File: src/tlic_pkg.sv
// How it works
// - Two priority levels; high vectors to 000008h, low to 000018h.
// - High requests preempt low service; low never preempts high service.
// - Each source has a flag and an enable; all but the pin have a priority selector.
// - Priority works only while priority_mode_enable is set; reset leaves it clear.
// - With priorities, bit 7 admits high sources and bit 6 low sources.
// - Flag, enable, bit 7 and, for low sources and compatibility-mode peripherals, bit 6 together raise the vector request.
// - In compatibility mode every priority bit is ignored.
// - In compatibility mode bit 6 gates peripherals, bit 7 gates everything.
// - In compatibility mode every interrupt vectors to 000008h.
// - Acceptance clears the global enable that admitted the interrupt.
// - Acceptance pushes the return address and loads the vector into the PC.
// - Return-from-interrupt sets the global enable of the level it leaves.
// - Pin events reach the vector in three to four cycles, port-change events in four to five.
// - Flags set on their event whatever the enables say.
// - With priorities, bit 7 set admits high interrupts, clear blocks all.
// - With priorities, bit 6 admits low peripheral interrupts.
// - Main register bits 5, 4, 3 enable timer, pin and port-change sources.
// - Bit 2 sets on timer overflow and holds until software clears it.
// - Bit 1 sets on the pin event and holds until software clears it.
// - Bit 0 sets when an upper port B pin changes, held until cleared.
// - A persisting port mismatch keeps setting the flag until the port is read.
package tlic_pkg;

  // Register byte offsets on the APB side
  localparam logic [7:0] OFF_MAIN   = 8'h00;
  localparam logic [7:0] OFF_CTRL   = 8'h04;
  localparam logic [7:0] OFF_PERIPH = 8'h08;
  localparam logic [7:0] OFF_STATUS = 8'h0c;

  // Main register bit positions
  localparam int B_GIE_HI  = 7;
  localparam int B_GIE_LO  = 6;
  localparam int B_TMR_EN  = 5;
  localparam int B_PIN_EN  = 4;
  localparam int B_PORT_EN = 3;
  localparam int B_TMR_FL  = 2;
  localparam int B_PIN_FL  = 1;
  localparam int B_PORT_FL = 0;

  // Control register bit positions
  localparam int B_PRIO_MODE = 7;
  localparam int B_PIN_RISE  = 6;
  localparam int B_TMR_PRIO  = 2;
  localparam int B_PORT_PRIO = 0;

  // Reset values
  localparam logic [7:0] RST_MAIN   = 8'h00;
  localparam logic [7:0] RST_CTRL   = 8'h45;
  localparam logic [7:0] RST_PERIPH = 8'hf0;

  // Vector addresses
  localparam logic [20:0] VEC_HIGH = 21'h000008;
  localparam logic [20:0] VEC_LOW  = 21'h000018;

  // Number of peripheral request lines
  localparam int NPER = 4;

  typedef struct packed {
    logic        psel;
    logic        penable;
    logic        pwrite;
    logic [7:0]  paddr;
    logic [31:0] pwdata;
  } tlic_apb_req_t;

  typedef struct packed {
    logic [31:0] prdata;
    logic        pready;
    logic        pslverr;
  } tlic_apb_rsp_t;

  typedef struct packed {
    logic        req;
    logic [20:0] vector;
    logic        pc_load;
    logic        stack_push;
  } tlic_core_t;

endpackage : tlic_pkg

File: src/tlic_top.sv
`timescale 1ns/100ps
module tlic_top (
  // Clock and reset
  input  wire logic                  pclk,
  input  wire logic                  presetn,
  // APB slave
  input  wire tlic_pkg::tlic_apb_req_t apb_req,
  output tlic_pkg::tlic_apb_rsp_t      apb_rsp,
  // Event sources
  input  wire logic                  timer0_overflow,
  input  wire logic                  ext_irq_pin_zero,
  input  wire logic [3:0]            upper_port_b_pins,
  input  wire logic                  port_b_read,
  input  wire logic [tlic_pkg::NPER-1:0] periph_irq_flag,
  // Core sequencer
  input  wire logic                  irq_ack,
  input  wire logic                  return_from_irq_instr,
  output tlic_pkg::tlic_core_t         core_out
);

  // Register state
  logic [7:0] main_q, main_d;
  logic [7:0] ctrl_q;
  logic [7:0] periph_q;
  logic       act_hi_q, act_lo_q;
  tlic_pkg::tlic_apb_rsp_t rsp_q;
  tlic_pkg::tlic_core_t    core_q;

  // Pin synchronisers, three stages each
  logic [2:0] pin_s_q;
  logic [3:0] port_s1_q, port_s2_q, port_s3_q;
  logic [3:0] port_latch_q;

  // Any bit of a masked set
  function automatic logic any_set(input logic [7:0] v);
    return |v;
  endfunction : any_set

  // APB decode
  wire access   = apb_req.psel && apb_req.penable && !rsp_q.pready;
  // Writes land at the edge where the master samples pready high
  wire wr_go    = apb_req.psel && apb_req.penable && apb_req.pwrite && rsp_q.pready;
  wire wr_main  = wr_go && apb_req.paddr == tlic_pkg::OFF_MAIN;
  wire wr_ctrl  = wr_go && apb_req.paddr == tlic_pkg::OFF_CTRL;
  wire wr_per   = wr_go && apb_req.paddr == tlic_pkg::OFF_PERIPH;
  wire hit      = apb_req.paddr == tlic_pkg::OFF_MAIN || apb_req.paddr == tlic_pkg::OFF_CTRL ||
                  apb_req.paddr == tlic_pkg::OFF_PERIPH || apb_req.paddr == tlic_pkg::OFF_STATUS;
  wire bad_wr   = apb_req.pwrite && apb_req.paddr == tlic_pkg::OFF_STATUS;

  // Mode and global enables
  wire priority_mode_enable     = ctrl_q[tlic_pkg::B_PRIO_MODE];
  wire gie_hi   = main_q[tlic_pkg::B_GIE_HI];
  wire gie_lo   = main_q[tlic_pkg::B_GIE_LO];

  // Event detection; only settled sync stages are compared
  wire pin_rise  = pin_s_q[1] && !pin_s_q[2];
  wire pin_fall  = !pin_s_q[1] && pin_s_q[2];
  wire pin_ev    = ctrl_q[tlic_pkg::B_PIN_RISE] ? pin_rise : pin_fall;
  wire port_agree = (port_s2_q == port_s3_q);
  wire port_mis  = port_agree && (port_s3_q != port_latch_q);

  // Per-source pending terms: flag and enable
  wire tmr_on  = main_q[tlic_pkg::B_TMR_FL]  && main_q[tlic_pkg::B_TMR_EN];
  wire pin_on  = main_q[tlic_pkg::B_PIN_FL]  && main_q[tlic_pkg::B_PIN_EN];
  wire port_on = main_q[tlic_pkg::B_PORT_FL] && main_q[tlic_pkg::B_PORT_EN];
  wire [3:0] per_on   = periph_irq_flag & periph_q[3:0];
  wire [3:0] per_prio = periph_q[7:4];

  // Pin source has no priority selector and always counts as high
  wire [7:0] hi_set = {1'b0, per_on & per_prio,
                       tmr_on && ctrl_q[tlic_pkg::B_TMR_PRIO], pin_on,
                       port_on && ctrl_q[tlic_pkg::B_PORT_PRIO]};
  wire [7:0] lo_set = {1'b0, per_on & ~per_prio,
                       tmr_on && !ctrl_q[tlic_pkg::B_TMR_PRIO], 1'b0,
                       port_on && !ctrl_q[tlic_pkg::B_PORT_PRIO]};

  // Bit 7 low blocks everything in both modes
  wire pend_hi  = priority_mode_enable && gie_hi && any_set(hi_set);
  wire pend_lo  = priority_mode_enable && gie_hi && gie_lo && !act_hi_q && any_set(lo_set);
  // Compatibility: priority bits ignored, bit 6 gates peripherals only
  wire pend_cm  = !priority_mode_enable && gie_hi &&
                  (tmr_on || pin_on || port_on || (gie_lo && (|per_on)));
  wire pend_any = pend_hi || pend_lo || pend_cm;
  // High wins when both levels pend; compatibility always uses the high vector
  wire [20:0] vec_sel = pend_lo && !pend_hi ? tlic_pkg::VEC_LOW : tlic_pkg::VEC_HIGH;

  // Acceptance and return
  wire take     = irq_ack && core_q.req;
  wire take_lo  = take && priority_mode_enable && core_q.vector == tlic_pkg::VEC_LOW;
  wire take_hi  = take && !take_lo;
  wire ret_hi   = return_from_irq_instr && (!priority_mode_enable || act_hi_q);
  wire ret_lo   = return_from_irq_instr && priority_mode_enable && !act_hi_q;

  // Read mux
  logic [7:0] rd_byte;
  always_comb begin
    case (apb_req.paddr)
      tlic_pkg::OFF_MAIN:   rd_byte = main_q;
      tlic_pkg::OFF_CTRL:   rd_byte = ctrl_q;
      tlic_pkg::OFF_PERIPH: rd_byte = periph_q;
      tlic_pkg::OFF_STATUS: rd_byte = {1'b0, core_q.req, act_lo_q, act_hi_q, periph_irq_flag};
      default:              rd_byte = 8'h00;
    endcase
  end

  // Main register next value; hardware set wins over a software clear
  always_comb begin
    main_d = main_q;
    if (wr_main) begin
      main_d = apb_req.pwdata[7:0];
    end
    if (take_hi) begin
      main_d[tlic_pkg::B_GIE_HI] = 1'b0;
    end
    if (take_lo) begin
      main_d[tlic_pkg::B_GIE_LO] = 1'b0;
    end
    if (ret_hi) begin
      main_d[tlic_pkg::B_GIE_HI] = 1'b1;
    end
    if (ret_lo) begin
      main_d[tlic_pkg::B_GIE_LO] = 1'b1;
    end
    if (timer0_overflow) begin
      main_d[tlic_pkg::B_TMR_FL] = 1'b1;
    end
    if (pin_ev) begin
      main_d[tlic_pkg::B_PIN_FL] = 1'b1;
    end
    if (port_mis) begin
      main_d[tlic_pkg::B_PORT_FL] = 1'b1;
    end
  end

  // Main control register, enables at bits 5..3
  always_ff @(posedge pclk or negedge presetn) begin
    if (!presetn) begin
      main_q <= tlic_pkg::RST_MAIN;
    end else begin
      main_q <= main_d;
    end
  end

  // Control and peripheral registers
  always_ff @(posedge pclk or negedge presetn) begin
    if (!presetn) begin
      ctrl_q   <= tlic_pkg::RST_CTRL;
      periph_q <= tlic_pkg::RST_PERIPH;
    end else begin
      if (wr_ctrl) begin
        ctrl_q <= apb_req.pwdata[7:0];
      end
      if (wr_per) begin
        periph_q <= apb_req.pwdata[7:0];
      end
    end
  end

  // Service level tracking; a high entry may nest over a low one
  always_ff @(posedge pclk or negedge presetn) begin
    if (!presetn) begin
      act_hi_q <= 1'b0;
      act_lo_q <= 1'b0;
    end else begin
      if (take_hi) begin
        act_hi_q <= 1'b1;
      end else if (ret_hi) begin
        act_hi_q <= 1'b0;
      end
      if (take_lo) begin
        act_lo_q <= 1'b1;
      end else if (ret_lo || (return_from_irq_instr && !priority_mode_enable)) begin
        act_lo_q <= 1'b0;
      end
    end
  end

  // Synchronisers; the first stage feeds only the second
  always_ff @(posedge pclk or negedge presetn) begin
    if (!presetn) begin
      pin_s_q   <= 3'h0;
      port_s1_q <= 4'h0;
      port_s2_q <= 4'h0;
      port_s3_q <= 4'h0;
    end else begin
      pin_s_q   <= {pin_s_q[1:0], ext_irq_pin_zero};
      port_s1_q <= upper_port_b_pins;
      port_s2_q <= port_s1_q;
      port_s3_q <= port_s2_q;
    end
  end

  // Port read latch; reading the port ends the mismatch
  always_ff @(posedge pclk or negedge presetn) begin
    if (!presetn) begin
      port_latch_q <= 4'h0;
    end else if (port_b_read && port_agree) begin
      port_latch_q <= port_s3_q;
    end
  end

  // Core request; dropped at acceptance so one request yields one entry
  always_ff @(posedge pclk or negedge presetn) begin
    if (!presetn) begin
      core_q <= '0;
    end else begin
      core_q.req        <= pend_any && !take;
      core_q.vector     <= take ? core_q.vector : vec_sel;
      core_q.pc_load    <= take;
      core_q.stack_push <= take;
    end
  end

  // APB answer after one wait state
  always_ff @(posedge pclk or negedge presetn) begin
    if (!presetn) begin
      rsp_q <= '0;
    end else begin
      rsp_q.pready  <= access;
      rsp_q.pslverr <= access && (!hit || bad_wr);
      rsp_q.prdata  <= (access && !apb_req.pwrite) ? {24'h000000, rd_byte} : 32'h00000000;
    end
  end

  assign apb_rsp  = rsp_q;
  assign core_out = core_q;
endmodule : tlic_top
File: config.mk
export PLATFORM = sky130hd
export DESIGN_NAME = tlic_top
export DESIGN_NICKNAME = d
export VERILOG_FILES = /design/src/tlic_pkg.sv /design/src/tlic_top.sv
export SDC_FILE = /design/constraint.sdc
export NUM_CORES = 1
export LEC_CHECK = 0
export BUFFER_PORTS_ARGS = -buffer_cell sky130_fd_sc_hd__buf_2
export CELL_PAD_IN_SITES_DETAIL_PLACEMENT = 2
export CELL_PAD_IN_SITES_GLOBAL_PLACEMENT = 2
export CORE_UTILIZATION = 32
export CTS_CLUSTER_DIAMETER = 50
export DETAILED_ROUTE_END_ITERATION = 8
export PLACE_DENSITY_LB_ADDON = 0.1
export SYNTH_ARGS = -nofsm -noshare
export SYNTH_HDL_FRONTEND = slang
export SYNTH_SLANG_ARGS = --single-unit
File: constraint.sdc
create_clock -name pclk -period 5.1 [get_ports pclk]
set_input_delay 0.51 -clock pclk [delete_from_list [all_inputs] [get_ports pclk]]
set_output_delay 0.51 -clock pclk [all_outputs]
set_load 0.01 [all_outputs]
; ---- After elaboration in Yosys (flattened, before gate mapping)
; Index checks and enable logic that the tools add are counted.
[classes]
bitwise = 4
reduce_logical = 73
mux = 16
eq_ne = 6
[ops]
columns = cell, n
row1 = $logic_and A1 B1 Y1, 39
row2 = $pmux W8 S4, 1
row3 = $eq A21 B5 Y1 const B, 1
row4 = $eq A8 B4 Y1 const B, 2
row5 = $mux W8, 2
row6 = $and A4 B4 Y4, 3
row7 = $logic_not A1 Y1, 12
row8 = $mux W1, 12
row9 = $logic_or A1 B1 Y1, 11
row10 = $reduce_bool A2 Y1, 5
row11 = $eq A8 B3 Y1 const B, 1
row12 = $logic_not A8 Y1, 1
row13 = $reduce_or A7 Y1, 1
row14 = $reduce_bool A3 Y1, 2
row15 = $reduce_or A6 Y1, 1
row16 = $mux W5, 1
row17 = $eq A4 B4 Y1, 1
row18 = $ne A4 B4 Y1, 1
row19 = $not A4 Y4, 1
row20 = $reduce_or A4 Y1, 1
[totals]
regBits = 78
wordCells = 120

; ---- Logic depth before layout (Yosys ltp)
[depth]
depth_word = 7
mapped_depth = 5

; ---- Worst setup path before layout
; Ideal clock, no wire load.
[synth_timing]
kind = input -> register
start = input apb_req[33] (netlist bit)
end = register periph_q[0]
path_buffers = 1
setup_slack_ns = 2.666
path_stages = 5
t_arrival_ns = 2.309
t_required_ns = 4.975
cell_sequence = or4_4 -> or4_4 -> or3_1 -> buf_6 -> mux2_4
[synth_via]
elab_chain_cells = 2
[synth_rtl]
columns = element, line
row1 = "start, declared", tlic_top.sv:7  ; input wire tlic_pkg::tlic_apb_req_t apb_req,
row2 = $eq A8 B4 Y1, tlic_top.sv:45  ; wire wr_per = wr_go && apb_req.paddr == tlic_pkg::OFF_PERIPH;
row3 = $logic_and A1 B1 Y1, tlic_top.sv:45
row4 = "end signal, assigned", tlic_top.sv:148  ; periph_q <= tlic_pkg::RST_PERIPH;
row5 = "end signal, assigned", tlic_top.sv:154  ; periph_q <= apb_req.pwdata[7:0];
row6 = "end, declared", tlic_top.sv:24  ; logic [7:0] periph_q;
; No other way between the ends.
; A chain may end at the register's enable or synchronous reset.

; ---- Worst setup path after layout
[layout_timing]
start = input apb_req[33] (netlist bit)
end = register periph_q[1]
; Same word-level chain as after synthesis.

==> impl_metrics.py <==
metrics = {
    "yosys": {
        "synth_compound_area_share_pct": 5.011,
        "synth_cell_type_count": 44,
        "ys.warnings.count": 0,
        "synthAdderAreaFrac_pct": 0,
        "syn_inst": 231,
        "ys_seq_area_share_pct": 51.27,
        "synth-xor-area-share_pct": 2.419,
        "yosys.area_share.simple_pct": 11.32,
        "synth-edff-count": 0,
        "syn_area_per_cell_sq_um": 12.54,
        "ys_ff_latch": 59,
        "syn_area_sq_um": 2897,
        "synth_top_family_by_area": "multiplexers",
        "synthMuxAreaShare_pct": 17.15,
        "synth-async-reset-ratio_pct": 100.0,
        "synth_ff_type": "dfrtp_1",
    },
    "place": {
        "place_hpwl_mm": 4.703,
        "io_buffers": 48,
        "gp_congestion": 0.7290,
        "pre_cts_slack_ps": 2340,
    },
    "final_layout": {
        "num_antenna_cells": 0,
        "layout-drive-gt1-share_pct": 37.11,
        "final_cell_mix": "dfrtp_1, buf_2, conb_1, nand2_1, mux2_2",
        "area_delta_synth_final_pct": 14.60,
        "layout.nets": 344,
        "final_common_cell": "dfrtp_1",
    },
    "drt": {
        "finalWirelength_mm": 6.432,
        "drtIter0Drc": 28,
        "drc": 0,
        "vias": 1823,
        "wl_per_cell_um": 16.12,
        "detail_route.vias_per_cell": 4.569,
        "ant_nets": 0,
        "drtPass1Iterations": 4,
    },
    "clock_network": {
        "cts_tree": "done",
        "clockBufferDepth": 2,
        "post_cts_resize_count": 0,
        "cts-buffers-inserted": 9,
        "htreeDepth": 3,
        "cts.sinks": 59,
        "cts_hold_buf": 0,
        "root_buffer": "clkbuf_8",
        "path_clk_slew_ps": 70,
        "cts_setup_buffers": 0,
        "insertion_delay_ps": 340,
    },
    "critical_path": {
        "cp-endpoint": "periph_q[1]$_DFFE_PN0P_",
        "rr_startpoint": "apb_rsp[1]$_DFF_PN0_",
        "critPathLaunchType": "input port",
        "ff2ff_setup_slack_ps": 3090,
        "crit_path_start": "apb_req[33]",
        "crit_type": "input port to flop",
        "r2r_cells": 4,
        "regToRegEndpoint": "periph_q[1]$_DFFE_PN0P_",
        "cp.required_ps": 5320,
        "setup.worst_path.end_class": "flop",
        "worstPathArrival_ps": 2660,
        "crit_fanout": 8,
    },
    "timing": {
        "hold_violations": 0,
        "skew_ps": 8.799,
        "setup-violations-final": 0,
        "period_needed_ps": 2435,
        "finalSetupTns_ps": 0,
        "maxSlewHeadroom_pct": 50.53,
        "maxClockFrequency_ghz": 0.4107,
        "min_period_over_period_pct": 47.74,
        "tightest_slew_ps": 742.1,
        "setup_slack_ps": 2665,
        "grt_setup_unrepaired": "no",
        "slew_violations": 0,
    },
    "power_and_ir_drop": {
        "p_comb_share_pct": 8.0,
        "switching_share_pct": 23.36,
        "p_int_uw": 826.1,
        "clockPowerShare_pct": 45.4,
        "power_uw": 1078,
        "vdd_ir_drop_max_mv": 0.1306,
        "pwr_density_cell_nw_per_um2": 324.7,
        "p_sw_uw": 251.8,
        "p_seq_share_pct": 46.6,
        "p_leak_uw": 0.001632,
    },
    "die": {
        "rows": 34,
        "die_h_um": 97.14,
        "initial_core_util_pct": 33.05,
        "core_sq_um": 8763,
        "dieArea_sq_um": 9436,
        "die_width_um": 97.14,
        "io_pins": 116,
    },
    "grt": {
        "grt_pass1_vias": 1885,
        "antenna_found_initial": 0,
        "grt_usage_pct": 14.78,
        "grt-ovfl-total": 0,
        "grt_pass1_wl_mm": 10.51,
        "grt_max_degree": 60,
    },
    "min_path": {
        "holdCritPathClass": "input port to flop",
    },
    "flow_run": {
        "cap_viol_max_count": 0,
    },
    "status": {
        "status": "completed",
    },
}
-- per-stage QoR --
step	util (%)	instance area, sq um	hold slack [ps]	std cells
floorplan	-	3054	214.4	273
global placement	35.28	3092	331.7	383
detailed placement	35.28	3092	336.2	383
CTS	37.88	3319	261.8	399
global route	37.88	3319	252.3	399
finish	37.88	3319	274.9	399
-- how the worst min path moves through the flow --
stage / slack, ps / startpoint / cells after the start / to
2_1_floorplan: 210 / presetn / 0 / act_hi_q$_DFFE_PN0P_
3_3_place_gp: 330 / port_s1_q[1]$_DFF_PN0_ / 0 / port_s2_q[1]$_DFF_PN0_
3_5_place_dp: 340 / port_s1_q[2]$_DFF_PN0_ / 0 / port_s2_q[2]$_DFF_PN0_
4_1_cts: 260 / upper_port_b_pins[1] / 1 / port_s1_q[1]$_DFF_PN0_
5_1_grt: 250 / upper_port_b_pins[0] / 1 / port_s1_q[0]$_DFF_PN0_
6_report: 270 / upper_port_b_pins[1] / 1 / port_s1_q[1]$_DFF_PN0_
-- flip-flops by register name, summed over array words and instances, names as in the netlist, 3 cells and up --
signal        count
port_s1_q         4
port_s3_q         4
port_latch_q      4
apb_rsp          10
core_out          4
pin_s_q           3
periph_q          8
ctrl_q            8
main_q            8
port_s2_q         4
-- final cells by class --
| class | count | area (sq um) |
|---|---|---|
| clock buffers | 12 | 155.1 |
| clock inverters | 4 | 72.57 |
| fillers | 959 | 5444 |
| inverters | 4 | 15.01 |
| multi-input cells | 162 | 1201 |
| flip-flops and latches | 59 | 1485 |
| well taps | 108 | 135.1 |
| repair buffers | 50 | 255.2 |
-- critical path, cell delays in order --
cell and delay [ps]:
buf_2 100, or4_4 550, or4_4 510, or3_1 590, mux2_4 400
-- power by group through the flow --
stage | registers [uW] | clock network [uW] | logic (uW)
global placement | 511 | 0 | 85.8
CTS | 503 | 503 | 86.9
finish | 503 | 489 | 85.7
global route | 506 | 523 | 95.0
detailed placement | 512 | 0 | 86.7
floorplan | 509 | 0 | 76.1
-- layer usage --
layer	wire, um	share of wire (%)	vias to the layer above	GRT usage, %
met4	116	1.8	0	7.233
met3	330	5.1	8	3.741
met5	0	0	-	0
met2	2933	46	71	21.83
met1	3052	47	914	20.16
li1	-	-	830	-
-- cells by family (layout without fill, tap and decap cells) --
family          after synthesis  after routing
compound gates               20             20
xor+xnor                      8              8
buf+inv                      52             70
flops                        59             59
mux                          35             35
other cells                   1             43
simple gates                 56             56
-- cell usage after synthesis, types with 2 or more instances --
cell | count | area, sq um
clkbuf_1 | 2 | 7.510
o211ai_1 | 3 | 22.52
nand2_1 | 15 | 56.30
xor2_1 | 8 | 70.07
mux2i_1 | 5 | 50.05
or2_2 | 2 | 12.51
dfrtp_1 | 52 | 1301
a22oi_1 | 2 | 15.01
inv_1 | 4 | 15.01
nand3b_1 | 4 | 30.03
buf_4 | 44 | 330.3
nor2_1 | 5 | 18.77
a21o_1 | 2 | 15.01
nand3_1 | 9 | 45.04
nor2b_1 | 7 | 43.79
o21a_1 | 2 | 15.01
or4_4 | 2 | 22.52
nand2b_1 | 3 | 18.77
dfstp_2 | 7 | 183.9
mux2_4 | 8 | 120.1
mux4_2 | 7 | 157.7
o22ai_1 | 2 | 12.51
mux2_2 | 15 | 168.9
Note: power is estimated with default switching activity, not from simulation.
